[src/shared/clk_sel_pkg.sv]
package clk_sel_pkg;
   // ---------------------------------------------------------------
   // register byte offsets on the slave bus
   // ---------------------------------------------------------------
   localparam logic [7:0] OFF_MAIN_MODE = 8'h00; // main_clock_mode
   localparam logic [7:0] OFF_CPU_CTRL = 8'h04;  // cpu_clock_control
   localparam logic [7:0] OFF_OSC_MODE = 8'h08;  // oscillator_mode_select
   localparam logic [7:0] OFF_MAIN_OSC = 8'h0C;  // main_oscillator_control
   localparam logic [7:0] OFF_INT_OSC = 8'h10;   // internal oscillator control
   localparam logic [7:0] OFF_SETTLE = 8'h14;    // settle counter, read only
   // ---------------------------------------------------------------
   // field positions
   // ---------------------------------------------------------------
   localparam int B_SRC_SEL = 2;     // main_source_select
   localparam int B_MAIN_HS = 1;     // main_is_hs_flag, read only
   localparam int B_CPU_SRC = 0;     // main_cpu_source_select
   localparam int B_PIN_OVR = 6;     // sub_pin_override
   localparam int B_ON_SUB = 5;      // cpu_on_sub_flag, read only
   localparam int B_CPU_SUB = 4;     // cpu_sub_select
   localparam int B_EXT_MAIN = 7;    // main_ext_clock_select
   localparam int B_PINS_OSC = 6;    // main_pins_osc_mode
   localparam int B_SUB_EXT = 5;     // sub_ext_clock_select
   localparam int B_SUB_EN = 4;      // sub_osc_enable
   localparam int B_AMP_HI = 0;      // main_amp_high_gain
   localparam int B_MAIN_STOP = 7;   // main_clock_stop
   localparam int B_HS_READY = 7;    // internal high-speed running, read only
   localparam int B_LS_STOP = 1;     // lowspeed_osc_stop
   localparam int B_HS_STOP = 0;     // internal_hs_stop
   // ---------------------------------------------------------------
   // reset values and limits
   // ---------------------------------------------------------------
   localparam logic MAIN_STOP_RST = 1'h1; // main oscillator starts stopped
   localparam logic [7:0] SETTLE_MAX = 8'hFF;
   localparam logic [7:0] SETTLE_ONE = 8'h01;
   localparam logic [7:0] BYTE_ZERO = 8'h00;
   // ---------------------------------------------------------------
   // clock source codes for the switch
   // ---------------------------------------------------------------
   localparam logic [1:0] SRC_HS = 2'h0;  // internal high-speed
   localparam logic [1:0] SRC_X1 = 2'h1;  // main crystal
   localparam logic [1:0] SRC_EXT = 2'h2; // external main clock
   localparam logic [1:0] SRC_SUB = 2'h3; // subsystem clock
   localparam int NUM_SRC = 4;
   localparam int NUM_SYNC = 6;           // sampled oscillator inputs
endpackage : clk_sel_pkg

[src/logic/cpu_periph_clock_select.sv]
// Decided for this implementation: the address map and register access over Avalon-MM.
`timescale 1ns/1ps
// Operation
// - flags report CPU source, sub overrides main
// - clearing sub enable stops external, and crystal unless pin override is set
// - STOP mode leaves subsystem oscillation running
// - low-speed clock never drives CPU
// - low-speed starts after reset, feeds watchdog
// - stop bit halts low-speed unless locked
// - clearing stop bit restarts low-speed oscillator
// - locked option ignores low-speed stop bit
// - source select picks peripheral and main clock
// - sub select picks CPU clock only
// - external select picks crystal or input
// - reset leaves everything on internal high-speed
// - oscillator mode field positions fixed
// - control field positions fixed
// - high-speed stop only when CPU elsewhere
// - gain bit changes once per reset
module cpu_periph_clock_select (
   // clock and reset
   input wire logic mclk,
   input wire logic sys_rst,
   // avalon-mm slave
   input wire logic [7:0] address,
   input wire logic read,
   input wire logic write,
   input wire logic [31:0] writedata,
   input wire logic [3:0] byteenable,
   output logic [31:0] readdata,
   output logic waitrequest,
   // raw oscillator levels from the pads and analog cells
   input wire logic hs_osc_clk,
   input wire logic x1_clk,
   input wire logic ext_main_clk,
   input wire logic sub_xt_clk,
   input wire logic sub_ext_clk,
   input wire logic lowspeed_clk,
   // option byte and core status, same domain
   input wire logic opt_wdt_enable,
   input wire logic opt_lowspeed_locked,
   input wire logic stop_mode,
   input wire logic timer8_use_lowspeed,
   // oscillator enables
   output logic hs_osc_enable,
   output logic main_xtal_enable,
   output logic main_ext_enable,
   output logic sub_xtal_enable,
   output logic sub_ext_enable,
   output logic lowspeed_osc_enable,
   // switched clocks
   output logic cpu_clk,
   output logic periph_clk,
   output logic wdt_clk,
   output logic timer8_clk
);
   // ---------------------------------------------------------------
   // state
   // ---------------------------------------------------------------
   typedef struct packed {
      logic waitreq;      // bus wait level
      logic [7:0] rdata;  // read data byte
      logic src_sel;      // main_source_select
      logic cpu_src;      // main_cpu_source_select
      logic cpu_sub;      // cpu_sub_select
      logic pin_ovr;      // sub_pin_override
      logic ext_main;     // main_ext_clock_select
      logic pins_osc;     // main_pins_osc_mode
      logic sub_ext;      // sub_ext_clock_select
      logic sub_en;       // sub_osc_enable
      logic amp_hi;       // main_amp_high_gain
      logic amp_locked;   // gain already changed since reset
      logic main_stop;    // main_clock_stop
      logic hs_stop;      // internal_hs_stop
      logic ls_stop;      // lowspeed_osc_stop
      logic opt_taken;    // option byte captured
      logic opt_wdt;      // captured watchdog enable
      logic opt_lock;     // captured non-stoppable setting
      logic [7:0] settle; // main_osc_settle_counter
      logic x1_prev;      // last sampled crystal level
      logic hs_en;
      logic mx_en;
      logic me_en;
      logic sx_en;
      logic se_en;
      logic ls_en;
      logic wdt;
      logic tmr;
   } state_type;
   state_type st_reg, st_next;

   logic [clk_sel_pkg::NUM_SYNC-1:0] raw; // unsynchronised oscillator levels
   logic [clk_sel_pkg::NUM_SYNC-1:0] smp; // synchronised oscillator levels
   logic [clk_sel_pkg::NUM_SRC-1:0] srcs; // gated sources for both switches
   logic [1:0] cpu_sel; // wanted CPU source
   logic [1:0] per_sel; // wanted peripheral source
   logic [1:0] cpu_cur; // CPU source in use
   logic [1:0] per_cur; // peripheral source in use
   logic we;            // write takes effect this edge
   logic sub_xt_run;    // subsystem crystal mode active
   logic sub_ex_run;    // subsystem external input active

   // ---------------------------------------------------------------
   // oscillator sampling
   // ---------------------------------------------------------------
   assign raw = {lowspeed_clk, sub_ext_clk, sub_xt_clk, ext_main_clk, x1_clk, hs_osc_clk};

   // every oscillator level crosses into mclk through two flops
   genvar gi;
   generate
      for (gi = 0; gi < clk_sel_pkg::NUM_SYNC; gi++) begin : g_sync
         sync2 u_sync (
            .mclk(mclk),
            .sys_rst(sys_rst),
            .din(raw[gi]),
            .dout(smp[gi])
         );
      end
   endgenerate

   // ---------------------------------------------------------------
   // source gating and selection
   // ---------------------------------------------------------------
   // subsystem pin modes: override or register crystal mode, or external input
   assign sub_xt_run = st_reg.pin_ovr || (st_reg.sub_en && !st_reg.sub_ext);
   assign sub_ex_run = !st_reg.pin_ovr && st_reg.sub_en && st_reg.sub_ext;

   // a stopped source reads low, so the switch may still leave it
   always_comb begin
      srcs[clk_sel_pkg::SRC_HS] = smp[0] && st_reg.hs_en;
      srcs[clk_sel_pkg::SRC_X1] = smp[1] && st_reg.mx_en;
      srcs[clk_sel_pkg::SRC_EXT] = smp[2] && st_reg.me_en;
      srcs[clk_sel_pkg::SRC_SUB] = (smp[3] && st_reg.sx_en) || (smp[4] && st_reg.se_en);
   end

   // high-speed system source from the external select
   function automatic logic [1:0] hsys_src(input logic ext);
      hsys_src = ext ? clk_sel_pkg::SRC_EXT : clk_sel_pkg::SRC_X1;
   endfunction : hsys_src

   // low-speed clock has no code here, so it can never reach the CPU
   always_comb begin
      per_sel = st_reg.src_sel ? hsys_src(st_reg.ext_main) : clk_sel_pkg::SRC_HS;
      if (st_reg.cpu_sub) begin
         cpu_sel = clk_sel_pkg::SRC_SUB;
      end else if (st_reg.src_sel && st_reg.cpu_src) begin
         cpu_sel = hsys_src(st_reg.ext_main);
      end else begin
         cpu_sel = clk_sel_pkg::SRC_HS;
      end
   end

   glitch_free_mux u_cpu_mux (
      .mclk(mclk),
      .sys_rst(sys_rst),
      .src(srcs),
      .sel(cpu_sel),
      .clk_out(cpu_clk),
      .cur(cpu_cur)
   );

   glitch_free_mux u_per_mux (
      .mclk(mclk),
      .sys_rst(sys_rst),
      .src(srcs),
      .sel(per_sel),
      .clk_out(periph_clk),
      .cur(per_cur)
   );

   // ---------------------------------------------------------------
   // register read decode
   // ---------------------------------------------------------------
   // one decode for every readable register, used by the read path
   function automatic logic [7:0] reg_read(input state_type s, input logic [7:0] a, input logic [1:0] cc);
      reg_read = clk_sel_pkg::BYTE_ZERO;
      unique case (a)
         clk_sel_pkg::OFF_MAIN_MODE: begin
            reg_read[clk_sel_pkg::B_SRC_SEL] = s.src_sel;
            reg_read[clk_sel_pkg::B_CPU_SRC] = s.cpu_src;
            // flag follows the switch while on main, the request while on sub
            reg_read[clk_sel_pkg::B_MAIN_HS] = (cc == clk_sel_pkg::SRC_SUB) ? (s.src_sel && s.cpu_src) :
                                               (cc != clk_sel_pkg::SRC_HS);
         end
         clk_sel_pkg::OFF_CPU_CTRL: begin
            reg_read[clk_sel_pkg::B_PIN_OVR] = s.pin_ovr;
            reg_read[clk_sel_pkg::B_ON_SUB] = (cc == clk_sel_pkg::SRC_SUB);
            reg_read[clk_sel_pkg::B_CPU_SUB] = s.cpu_sub;
         end
         clk_sel_pkg::OFF_OSC_MODE: begin
            reg_read[clk_sel_pkg::B_EXT_MAIN] = s.ext_main;
            reg_read[clk_sel_pkg::B_PINS_OSC] = s.pins_osc;
            reg_read[clk_sel_pkg::B_SUB_EXT] = s.sub_ext;
            reg_read[clk_sel_pkg::B_SUB_EN] = s.sub_en;
            reg_read[clk_sel_pkg::B_AMP_HI] = s.amp_hi;
         end
         clk_sel_pkg::OFF_MAIN_OSC: begin
            reg_read[clk_sel_pkg::B_MAIN_STOP] = s.main_stop;
         end
         clk_sel_pkg::OFF_INT_OSC: begin
            reg_read[clk_sel_pkg::B_HS_READY] = s.hs_en;
            reg_read[clk_sel_pkg::B_LS_STOP] = s.ls_stop;
            reg_read[clk_sel_pkg::B_HS_STOP] = s.hs_stop;
         end
         clk_sel_pkg::OFF_SETTLE: begin
            reg_read = s.settle;
         end
         default: begin
            reg_read = clk_sel_pkg::BYTE_ZERO; // unmapped reads as zero
         end
      endcase
   endfunction : reg_read

   // a write lands on the edge where the master sees waitrequest low
   assign we = write && !st_reg.waitreq && byteenable[0];

   // ---------------------------------------------------------------
   // next state
   // ---------------------------------------------------------------
   always_comb begin
      st_next = st_reg;
      // bus handshake: one wait cycle, then a one-cycle answer
      if ((read || write) && st_reg.waitreq) begin
         st_next.waitreq = 1'h0;
         st_next.rdata = reg_read(st_reg, address, cpu_cur);
      end else begin
         st_next.waitreq = 1'h1;
      end
      // option byte captured once, one cycle after reset release
      if (!st_reg.opt_taken) begin
         st_next.opt_taken = 1'h1;
         st_next.opt_wdt = opt_wdt_enable;
         st_next.opt_lock = opt_lowspeed_locked;
      end
      // register writes
      if (we) begin
         unique case (address)
            clk_sel_pkg::OFF_MAIN_MODE: begin
               st_next.src_sel = writedata[clk_sel_pkg::B_SRC_SEL];
               st_next.cpu_src = writedata[clk_sel_pkg::B_CPU_SRC];
            end
            clk_sel_pkg::OFF_CPU_CTRL: begin
               st_next.pin_ovr = writedata[clk_sel_pkg::B_PIN_OVR];
               st_next.cpu_sub = writedata[clk_sel_pkg::B_CPU_SUB];
            end
            clk_sel_pkg::OFF_OSC_MODE: begin
               st_next.ext_main = writedata[clk_sel_pkg::B_EXT_MAIN];
               st_next.pins_osc = writedata[clk_sel_pkg::B_PINS_OSC];
               st_next.sub_ext = writedata[clk_sel_pkg::B_SUB_EXT];
               st_next.sub_en = writedata[clk_sel_pkg::B_SUB_EN];
               // gain may change once; later writes leave it alone
               if (!st_reg.amp_locked && writedata[clk_sel_pkg::B_AMP_HI] != st_reg.amp_hi) begin
                  st_next.amp_hi = writedata[clk_sel_pkg::B_AMP_HI];
                  st_next.amp_locked = 1'h1;
               end
            end
            clk_sel_pkg::OFF_MAIN_OSC: begin
               st_next.main_stop = writedata[clk_sel_pkg::B_MAIN_STOP];
            end
            clk_sel_pkg::OFF_INT_OSC: begin
               // a stop of the CPU's own clock would hang the core, so it is refused
               if (!writedata[clk_sel_pkg::B_HS_STOP] || cpu_cur != clk_sel_pkg::SRC_HS) begin
                  st_next.hs_stop = writedata[clk_sel_pkg::B_HS_STOP];
               end
               st_next.ls_stop = writedata[clk_sel_pkg::B_LS_STOP] && !st_reg.opt_lock;
            end
            default: begin
               st_next.rdata = st_reg.rdata; // unmapped write ignored
            end
         endcase
      end
      if (st_next.opt_lock) begin
         st_next.ls_stop = 1'h0;
      end
      // oscillator enables; STOP mode halts internal high-speed and main crystal only
      st_next.hs_en = !st_reg.hs_stop && !stop_mode;
      st_next.mx_en = st_reg.pins_osc && !st_reg.ext_main && !st_reg.main_stop && !stop_mode;
      st_next.me_en = st_reg.pins_osc && st_reg.ext_main && !st_reg.main_stop;
      st_next.sx_en = sub_xt_run;
      st_next.se_en = sub_ex_run;
      st_next.ls_en = !st_reg.ls_stop;
      // low-speed clock feeds only watchdog and the 8-bit timer
      st_next.wdt = smp[5] && !st_reg.ls_stop && st_reg.opt_wdt;
      st_next.tmr = smp[5] && !st_reg.ls_stop && timer8_use_lowspeed;
      // settle counter: crystal rising edges while enabled, saturating
      st_next.x1_prev = smp[1];
      if (!st_reg.mx_en) begin
         st_next.settle = clk_sel_pkg::BYTE_ZERO;
      end else if (smp[1] && !st_reg.x1_prev && st_reg.settle != clk_sel_pkg::SETTLE_MAX) begin
         st_next.settle = st_reg.settle + clk_sel_pkg::SETTLE_ONE;
      end
   end

   // ---------------------------------------------------------------
   // state register
   // ---------------------------------------------------------------
   // reset puts every select on the internal high-speed clock
   always_ff @(posedge mclk) begin
      if (sys_rst) begin
         st_reg <= '0;
         st_reg.waitreq <= 1'h1;
         st_reg.main_stop <= clk_sel_pkg::MAIN_STOP_RST;
         st_reg.ls_en <= 1'h1;
         st_reg.hs_en <= 1'h1;
      end else begin
         st_reg <= st_next;
      end
   end

   // ---------------------------------------------------------------
   // outputs
   // ---------------------------------------------------------------
   assign readdata = {24'h000000, st_reg.rdata};
   assign waitrequest = st_reg.waitreq;
   assign hs_osc_enable = st_reg.hs_en;
   assign main_xtal_enable = st_reg.mx_en;
   assign main_ext_enable = st_reg.me_en;
   assign sub_xtal_enable = st_reg.sx_en;
   assign sub_ext_enable = st_reg.se_en;
   assign lowspeed_osc_enable = st_reg.ls_en;
   assign wdt_clk = st_reg.wdt;
   assign timer8_clk = st_reg.tmr;
endmodule : cpu_periph_clock_select

[src/logic/glitch_free_mux.sv]
`timescale 1ns/1ps
// sampled-clock switch: moves to a new source only while old and new are low
module glitch_free_mux (
   // clock and reset
   input wire logic mclk,
   input wire logic sys_rst,
   // sampled sources and wanted source
   input wire logic [clk_sel_pkg::NUM_SRC-1:0] src,
   input wire logic [1:0] sel,
   // switched clock and source actually in use
   output logic clk_out,
   output logic [1:0] cur
);
   typedef struct packed {
      logic [1:0] cur; // source in use
      logic out;       // switched clock level
   } mux_type;
   mux_type st_reg, st_next;

   // switch only in a common low phase, so no runt high or shortened low appears
   always_comb begin
      st_next = st_reg;
      if (sel != st_reg.cur && !src[st_reg.cur] && !src[sel] && !st_reg.out) begin
         st_next.cur = sel;
      end
      st_next.out = src[st_next.cur];
   end

   // state register, starts on the internal high-speed source
   always_ff @(posedge mclk) begin
      if (sys_rst) begin
         st_reg <= '{cur: clk_sel_pkg::SRC_HS, out: 1'h0};
      end else begin
         st_reg <= st_next;
      end
   end

   assign clk_out = st_reg.out;
   assign cur = st_reg.cur;
endmodule : glitch_free_mux

[src/logic/sync2.sv]
`timescale 1ns/1ps
// two-stage synchroniser for one level from outside the mclk domain
module sync2 (
   // clock and reset
   input wire logic mclk,
   input wire logic sys_rst,
   // level in and synchronised level out
   input wire logic din,
   output logic dout
);
   typedef struct packed {
      logic s1; // first stage, read only by the second
      logic s2; // second stage
   } sync_type;
   sync_type st_reg, st_next;

   // next state
   always_comb begin
      st_next = st_reg;
      st_next.s1 = din;
      st_next.s2 = st_reg.s1;
   end

   // state register
   always_ff @(posedge mclk) begin
      if (sys_rst) begin
         st_reg <= '0;
      end else begin
         st_reg <= st_next;
      end
   end

   assign dout = st_reg.s2;
endmodule : sync2

[config.mk]
export PLATFORM = sky130hd
export DESIGN_NAME = cpu_periph_clock_select
export DESIGN_NICKNAME = d
export VERILOG_FILES = /design/src/shared/clk_sel_pkg.sv /design/src/logic/cpu_periph_clock_select.sv /design/src/logic/glitch_free_mux.sv /design/src/logic/sync2.sv
export SDC_FILE = /design/constraint.sdc
export NUM_CORES = 1
export LEC_CHECK = 0
export BUFFER_PORTS_ARGS = -buffer_cell sky130_fd_sc_hd__buf_2
export CORE_MARGIN = 4
export CORE_UTILIZATION = 50
export DETAILED_ROUTE_END_ITERATION = 10
export GPL_TIMING_DRIVEN = 0
export HOLD_SLACK_MARGIN = 0.12
export PLACE_DENSITY = 0.8
export SETUP_SLACK_MARGIN = 0.1
export SYNTH_ARGS = -nofsm -noshare
export SYNTH_HDL_FRONTEND = slang
export SYNTH_HIERARCHICAL = 1
export SYNTH_SLANG_ARGS = --single-unit
[constraint.sdc]
create_clock -name mclk -period 2.2 [get_ports mclk]
set_input_delay 0.44 -clock mclk [delete_from_list [all_inputs] [get_ports mclk]]
set_output_delay 0.44 -clock mclk [all_outputs]
set_load 0.01 [all_outputs]
======== After elaboration in Yosys (flattened, before gate mapping) ========
Index checks and enable logic that the tools add are counted.
word-level totals
  bits in registers ....................... 60
  bits of input ports ..................... 58
  output and inout port bits .............. 43
  word-level logic and storage cells ...... 165
cells by class
  add/subtract/negate cells ............... 1
  $lt $le $gt $ge ......................... 6
  equal/unequal tests ..................... 11
  muxes and demuxes ....................... 37
  bitwise operators ....................... 1
  reduce and logical (&&, ||, !) cells .... 65
operator list
  kind                 number
  $logic_and 1x1->1    31
  $mux 21              1
  $mux 2               10
  $logic_not 1->1      18
  $lt 2x3->1 const B   6
  $eq 8x4->1 const B   2
  $eq 8x5->1 const B   2
  $mux 8               2
  $bmux 1 s2           6
  $mux 1               12
  $reduce_and 2->1     5
  $pmux 3 s3           1
  $add 8x1->8 const B  1
  $eq 8x3->1 const B   1
  $logic_not 8->1      1
  $ne 8x8->1 const B   1
  $pmux 1 s4           2
  $mux 6               1
  $reduce_and 3->1     2
  $reduce_or 5->1      1
  $logic_or 1x1->1     4
  $ne 2x2->1           2
  $reduce_or 2->1      2
  $pmux 1 s3           1
  6 further kinds      6

======== Depth between registers and ports, before layout ========
Gate-level depths: netlist (run 1).
  depth after elaboration ................. 11
  mapped depth ............................ 5
  mapped depth without buffers ............ 5

======== Hierarchy ========
Netlist (run 1), hierarchy kept.
modules (own cells, without submodules)
  module                   times used  cells an instance  area an instance (um2)  seq. area each (um2)
  cpu_periph_clock_select  1           233                2139.6                  840.8
  glitch_free_mux          2           15                 202.7                   60.1
  sync2                    6           4                  52.6                    40.0

======== Worst setup path before layout (run 1) ========
OpenSTA, ideal clock, no wires.
  kind .................................... register -> register
  start point ............................. reg st_reg[32] in the netlist's numbering
  end point ............................... reg u_cpu_mux.st_reg, in the netlist u_cpu_mux/cur[0]
  arrival ................................. 1817 ps
  slack ................................... 312 ps
  cell stages (with the launch flop) ...... 6
  cell sequence ........................... dfxtp_1 > nand2_1 > o21bai_1 > mux4_2 > a2111oi_4 > mux2i_1
on the way
  word-level cells in the longest chain between the ends .. 9
  elaborated cells on any way between the ends .. 11
  those cells by class .................... 1 x eq/ne; 5 x mux; 5 x reduce/logical
RTL lines
  item                            line                            source
  start, declared                 cpu_periph_clock_select.sv:90   state_type st_reg, st_next;
  start signal, assigned          cpu_periph_clock_select.sv:306  st_reg <= st_next;
  $logic_and 1x1->1 *             cpu_periph_clock_select.sv:146  end else if (st_reg.src_sel && st_reg.cpu_src) begin
  $mux 2 *                        cpu_periph_clock_select.sv:146
  $mux 2 *                        cpu_periph_clock_select.sv:144  if (st_reg.cpu_sub) begin
  via cpu_sel[0]                  cpu_periph_clock_select.sv:95   logic [1:0] cpu_sel;
  $bmux 1 s2                      glitch_free_mux.sv:23           if (sel != st_reg.cur && !src[st_reg.cur] && !src[sel] && !st_reg.out) begin
  $mux 1 (implied by the code)    glitch_free_mux.sv:23
  $logic_not 1->1                 glitch_free_mux.sv:23
  $logic_and 1x1->1 (2 in a row)  glitch_free_mux.sv:23
  $mux 2 *                        glitch_free_mux.sv:23
  end signal, assigned            glitch_free_mux.sv:32           st_reg <= '{cur: clk_sel_pkg::SRC_HS, out: 1'h0};
  end signal, assigned            glitch_free_mux.sv:34           st_reg <= st_next;
  end, declared                   glitch_free_mux.sv:18           mux_type st_reg, st_next;
The timed path passes the listed nets; every way through them passes the cells marked *. The select of a mux whose other input is x is not followed.
A chain may end at the register's enable or synchronous reset.

======== Final worst setup path (run 1) ========
  start point ............................. reg st_reg[31] in the netlist's numbering
  end point ............................... reg u_cpu_mux.st_reg, in the netlist u_cpu_mux/cur[0]
The elaborated chain is that of the path after synthesis.

==> impl_results.md, run 1 <==
* Leak pwr at 1.48 nW
* N_diodes at 0
* Setup-failing EPs final at 0
* Synth warn at 6
* RSZ-0062 raised after global routing: true
* Critical Path AT at 2250 ps
* Layout cells sized above 1 at 30.3%
* Clk root buf: clkbuf_8
* Setup TNS at 0 ps
* Largest net degree at the start of global routing at 27
* Num CTS Buffers at 9
* Max reg flops at 25
* Hold Crit Depth at 2
* Max Slew Vio Count at 0
* Post-DP HPWL at 4690 um
* Core Box Area at 0.00554 mm2
* Buf+Inv Stages, Crit Path at 0
* Detail Route Antenna Nets at 0
* TritonCTS clock tree: done
* Vias in the first global route at 2150
* Compound-Gate Fraction of Synth Area at 11.9%
* Vias at 2300
* Crit end category: flop
* Primary FF master, synth: dfxtp_1
* Number of cell rows at 27
* Final hold violations at 0
* Vias per cell at 5.17
* Worst-path fanout max at 4
* FFs w/ async S/R, synth at 0%
* Syn Area/Cell at 9.97 um2
* Fill cells at 481
* Slowest-stage cell, CP: mux4_2
* H-tree depth at 3
* Clk_lat worst skew at 330 ps
* Die Width at 83.6 um
* Final #Nets at 427
* Slew @ Worst Pin at 899 ps
* Final Critical Period at 1980 ps
* Largest family of logic cells by synthesized area: simple AND/OR/NAND/NOR gates
* Initial antenna violation count at 0
* Synth cell types at 50
* Area delta synth->final at 21.3%
* Initial Utilization at 51.6%
* WS Path Type: reg2reg
* Drt pass-1 iters at 4
* Outcome: finished, final reports clean
* Cells after Synth at 287
* Max_cap viols at 0
* Sequential share of the synthesized area at 42.0%
* Die Span Y at 83.6 um
* Clock Skews at 7.13 ps
* Max transition margin at 39.2%
* CTS Sinks at 60
* Critical Path RT at 2460 ps
* Global Route Usage Sum at 17.4%
* VDD IR max at 0.000436 V
* HP Class: in2reg
* Worst path max stage delay at 560 ps
* Crit path max-delay family: multiplexers
* FF-to-FF path depth at 5
* CP Depth at 5
* Die ar. at 0.00699 mm2
* Simple-gate share of the synthesized area at 21.8%
* Xor/xnor share of the synthesized area at 2.45%
* Pwr dens at 662 mW/mm2
* First-pass GRT wire length at 9890 um
* Critical path launch point type: flop
* DRC at 0
* Yosys reg bits at 60
* Smallest setup slack after layout at 216 ps
* Area of the mapped netlist at 0.00286 mm2
* Gr ovfl total at 0
* Placer Congestion at 0.857
* Starting DRT DRC Count at 147
* Post-synthesis mux area share at 11.4%
* Number of synthesized flops with an enable pin at 0
* Reg clk slew, reported paths at 70 ps
* Final period util at 90.2%
* Clock buffer depth at 2
* Critical path cell sequence: nand2_1, o21bai_2, mux4_2, a2111oi_4, mux2i_1
* Port bufs at 47
* Hold_ws at 300 ps
* Post-DR wirelength/cell at 13.8 um
* Io pins at 101
* Worst slack at placement at 73.2 ps
* Fmax at 504 MHz
* Final Routed Wirelength at 6120 um
* Adder-cell share of the synthesized area at 0.437%
logic make-up (layout without fill, tap and decap cells):
logic type,Yosys count,in the layout
buffers and inverters,43,106
AOI/OAI and AO/OA,45,45
other,1,24
adders and majority gates,1,1
and+or+nand+nor,102,102
xor gates and xnor gates,8,8
muxes,27,27
DFF,60,60
report_power, final:
group,internal (W),switching (W)
logic,0.000100,0.000106
clock network,0.000527,0.000436
registers,0.00111,0.0000139
total,0.00174,0.000556
worst paths after layout:
| kind | start | end | slack (ps) |
|---|---|---|---|
| worst max-delay path | st_reg[31] | u_cpu_mux/cur[0] | 220 |
| worst min-delay path | stop_mode | main_xtal_enable | 300 |
| worst max register to register | st_reg[31] | u_cpu_mux/cur[0] | 220 |
| worst min register to register | g_sync[3].u_sync/st_next[0] | g_sync[3].u_sync/dout | 440 |
through the flow:
stage               utilization [%]  cell area [um2]  cells  power, W
floorplan                         -             2950    310   0.00128
global placement               59.1             3270    429   0.00135
detailed placement             59.1             3270    429   0.00136
CTS                            62.6             3470    445   0.00231
global route                   62.6             3470    445   0.00239
finish                         62.6             3470    445   0.00230
synthesized netlist by cell type, types with 2 or more instances:
| cell type | instances | area (um2) |
|---|---|---|
| inv_1 | 4 | 15.0 |
| nand2b_1 | 7 | 43.8 |
| nor4_4 | 2 | 42.5 |
| dfxtp_1 | 60 | 1200 |
| a21oi_1 | 10 | 50.1 |
| nor3_1 | 3 | 15.0 |
| o211ai_1 | 2 | 15.0 |
| o21ai_0 | 10 | 50.1 |
| and4b_1 | 3 | 30.0 |
| nand3_1 | 6 | 30.0 |
| a22o_1 | 3 | 26.3 |
| a221oi_1 | 2 | 17.5 |
| a211oi_1 | 3 | 22.5 |
| a2111oi_4 | 2 | 55.1 |
| a31oi_1 | 3 | 18.8 |
| and2_1 | 5 | 31.3 |
| mux2_2 | 5 | 56.3 |
| or3_1 | 2 | 12.5 |
| mux2i_1 | 18 | 180 |
| nor2_1 | 23 | 86.3 |
| or2b_1 | 2 | 15.0 |
| xor2_1 | 2 | 17.5 |
| nor4bb_1 | 3 | 30.0 |
| buf_4 | 32 | 240 |
| nand4_1 | 6 | 37.5 |
| clkbuf_1 | 6 | 22.5 |
| a32oi_1 | 4 | 35.0 |
| nor2b_1 | 19 | 119 |
| xnor2_1 | 6 | 52.6 |
| nand2_1 | 11 | 41.3 |
| mux4_2 | 4 | 90.1 |
cell type report:
type / count / area (um2) / share of cell area (%)
repair buffers: 47 / 235 / 6.78
flip-flops and latches: 60 / 1200 / 34.6
clock buffers: 11 / 131 / 3.79
plain buffers: 39 / 268 / 7.71
multi-input cells: 207 / 1470 / 42.2
inverters: 4 / 15.0 / 0.433
well taps: 72 / 90.1 / 2.60
clock inverters: 5 / 62.6 / 1.80
routing by layer:
| layer | part of all wire, % | wire [um] | GRT usage, % |
|---|---|---|---|
| met5 | 0 | 0 | 0 |
| met2 | 50 | 3060 | 28.9 |
| met4 | 1.1 | 65 | 4.97 |
| met1 | 42 | 2550 | 21.0 |
| met3 | 7.2 | 443 | 6.71 |
cell usage in the layout (no fill, tap or decap), drive strengths merged, types with 3 or more instances in the layout:
cell type,instances
inv,4
and4b,3
a211oi,3
nor4bb,3
nor2b,19
nand2b,7
nor4,3
a21oi,10
mux4,4
and2,5
mux2,5
clkbuf,17
dfxtp,60
a31oi,3
buf,80
nor3,3
a32oi,4
xnor2,6
conb,24
mux2i,18
o21ai,10
nand2,11
a22o,3
nand4,6
nor2,23
nand3,6
timing repair:
item                                    4_1_cts  5_1_grt
hold buffers                                  0        0
endpoints found under the setup margin        2        4
gates resized for setup                       1        1
setup buffers                                 0        0
pin swaps                                     0        0
Power figures use the tool's default switching activity.
==> run 2, diff against run 1 <==
CELL_PAD_IN_SITES_DETAIL_PLACEMENT = 1   (was not set)
CELL_PAD_IN_SITES_GLOBAL_PLACEMENT = 2   (was not set)
CORE_UTILIZATION = 29   (was 50)
PLACE_DENSITY = not set   (was 0.8)
PLACE_DENSITY_LB_ADDON = 0.1   (was not set)
==> run 2 against run 1 <==
  * Fmax grew 0.50%
  * Flip-flop and latch count unchanged
  * Register-to-register slack about the same
  * Combinational power up 2%
  * Die area grew 65%
  * Critical path depth unchanged
  * Highest routed layer unchanged
  * Sequential share of layout area fell by 0.57 points
  * Count of clock-buffer cells in the layout is 1 lower
==> impl_results.md, run 2 (synthesized netlist as in run 1, its figures left out) <==
* Met2 WL post-DR at 3720 um (was 3060 um)
* Design area at 0.00353 mm2 (was 0.00347 mm2)
* Worst-path fanout max at 4 (unchanged)
* Critical Path RT at 2470 ps (was 2460 ps)
* Port bufs at 47 (unchanged)
* Vias per cell at 4.56 (was 5.17)
* Post-CTS Setup Bufs at 0 (unchanged)
* Max_cap viols at 0 (unchanged)
* Area delta synth->final at 23.4% (was 21.3%)
* Fmax at 507 MHz (was 504 MHz)
* WS Path Type: reg2reg (unchanged)
* Die Width at 107 um (was 83.6 um)
* Setup-failing EPs final at 0 (unchanged)
* Final hold violations at 0 (unchanged)
* Outcome: finished, final reports clean (unchanged)
* Max Slew Vio Count at 0 (unchanged)
* Die ar. at 0.0115 mm2 (was 0.00699 mm2)
* DRC at 0 (unchanged)
* Num CTS Buffers at 9 (unchanged)
* Die Span Y at 107 um (was 83.6 um)
* N_diodes at 0 (unchanged)
* Post-DP HPWL at 5840 um (was 4690 um)
* Gr ovfl total at 0 (unchanged)
* H-tree depth at 3 (unchanged)
* Fill cells at 1123 (was 481)
* Clk_lat worst skew at 340 ps (was 330 ps)
* Number of cell rows at 35 (was 27)
* Leak pwr at 1.47 nW (was 1.48 nW)
* Pwr dens at 632 mW/mm2 (was 662 mW/mm2)
* Critical path launch point type: flop (unchanged)
* Layout cells sized above 1 at 30.8% (was 30.3%)
* Largest net degree at the start of global routing at 27 (unchanged)
* Clock Skews at 13.2 ps (was 7.13 ps)
* Max transition margin at 44.3% (was 39.2%)
* Crit end category: flop (unchanged)
* First-pass GRT wire length at 12400 um (was 9890 um)
* Drt pass-1 iters at 4 (unchanged)
* WL met3 at 359 um (was 443 um)
* Global Route Usage Sum at 13.9% (was 17.4%)
* Max reg flops at 25 (unchanged)
* Commonest non-fill, non-tap cell in the layout: dfxtp_1 (unchanged)
* Detail Route Antenna Nets at 0 (unchanged)
* Util after Layout at 37.5% (was 62.6%)
* Initial antenna violation count at 0 (unchanged)
* Starting DRT DRC Count at 54 (was 147)
* RSZ-0062 raised after global routing: false (was true)
* Clk root buf: clkbuf_8 (unchanged)
* Setup TNS at 0 ps (unchanged)
* Placed cell count at 486 (was 429)
* WL met1 at 3380 um (was 2550 um)
* Core Box Area at 0.00942 mm2 (was 0.00554 mm2)
* VDD IR max at 0.000383 V (was 0.000436 V)
* Most frequent cells in the layout: dfxtp_1 (59), buf_2 (48), buf_4 (32), conb_1 (24), nor2_1 (23) (unchanged)
* Clock buffer depth at 2 (unchanged)
* Final period util at 89.7% (was 90.2%)
* Final #Nets at 427 (unchanged)
* Uppermost routed layer: met4 (unchanged)
* HP Class: in2reg (unchanged)
* Post-DR wirelength/cell at 15.0 um (was 13.8 um)
* Non-Filler Instances at 502 (was 445)
* Final Routed Wirelength at 7530 um (was 6120 um)
* DP Area at 0.00334 mm2 (was 0.00327 mm2)
* CTS Sinks at 60 (unchanged)
* Vias at 2289 (was 2300)
* Reg clk slew, reported paths at 70 ps (about the same)
* Vias in the first global route at 2402 (was 2150)
* Final Critical Period at 1970 ps (was 1980 ps)
* TritonCTS clock tree: done (unchanged)
* Io pins at 101 (unchanged)
* Initial Utilization at 30.4% (was 51.6%)
* Slew @ Worst Pin at 823 ps (was 899 ps)
* Critical Path AT at 2240 ps (was 2250 ps)
* Placer Congestion at 0.764 (was 0.857)
-- run 2: cell count changes in the layout (fill, tap and decap cells not counted) --
cell and delta:
bufinv_16 -1, clkbuf_1 -1, clkinv_4 +1, inv_6 +1, nor2b_1 -1, nor2b_2 +1
-- run 2: metrics by stage --
| stage | setup slack (ps) | hold WS (ps) | total power, W |
|---|---|---|---|
| detailed placement | 25.9 | 428 | 0.00136 |
| CTS | 124 | 285 | 0.00227 |
| global route | 124 | 292 | 0.00234 |
| finish | 226 | 305 | 0.00223 |
| global placement | 68.4 | 420 | 0.00136 |
| floorplan | 312 | 393 | 0.00128 |
-- run 2: worst paths after layout --
| path | from | end | slack (ps) | depth (start not counted) |
|---|---|---|---|---|
| max reg2reg | st_reg[31] | u_cpu_mux/cur[0] | 230 | 5 |
| min | stop_mode | main_xtal_enable | 310 | 2 |
| max | st_reg[31] | u_cpu_mux/cur[0] | 230 | 5 |
| min reg2reg | g_sync[0].u_sync/st_next[0] | g_sync[0].u_sync/dout | 430 | 1 |
-- run 2: critical path: stages (launching register included) --
cell       delay, ps
dfxtp_1          400
nand2_1          110
o21bai_2         210
mux4_2           560
a2111oi_4        410
mux2i_1          220
-- run 2: area by class of cell --
| class | instances | area (um2) | share of cell area, % |
|---|---|---|---|
| Clock inverter | 6 | 50.0 | 1.42 |
| Sequential cell | 60 | 1200 | 34.1 |
| Inverter | 4 | 15.0 | 0.426 |
| Multi-Input combinational cell | 207 | 1470 | 41.6 |
| Buffer | 39 | 268 | 7.59 |
| Tap cell | 129 | 161 | 4.57 |
| Timing Repair Buffer | 47 | 235 | 6.67 |
| Clock buffer | 10 | 128 | 3.62 |
-- run 2: metal layers --
| metal | GRT usage [%] | vias to the layer above |
|---|---|---|
| met3 | 4.26 | 7 |
| met1 | 17.1 | 1102 |
| met2 | 23.0 | 47 |
| met5 | 0 | - |
| li1 | - | 1133 |
| met4 | 4.66 | 0 |
-- run 2: power breakdown --
part           total, W  switching [W]  internal, W
combinational  0.000212       0.000112     0.000100
sequential      0.00113      0.0000143      0.00111
clock          0.000890       0.000472     0.000418
total           0.00223       0.000598      0.00163
-- run 2: timing repair --
action                                  in CTS  in global routing
endpoints found under the setup margin       4                  4
hold buffers                                 0                  0
resized for setup                            2                  1
pin swaps                                    0                  0
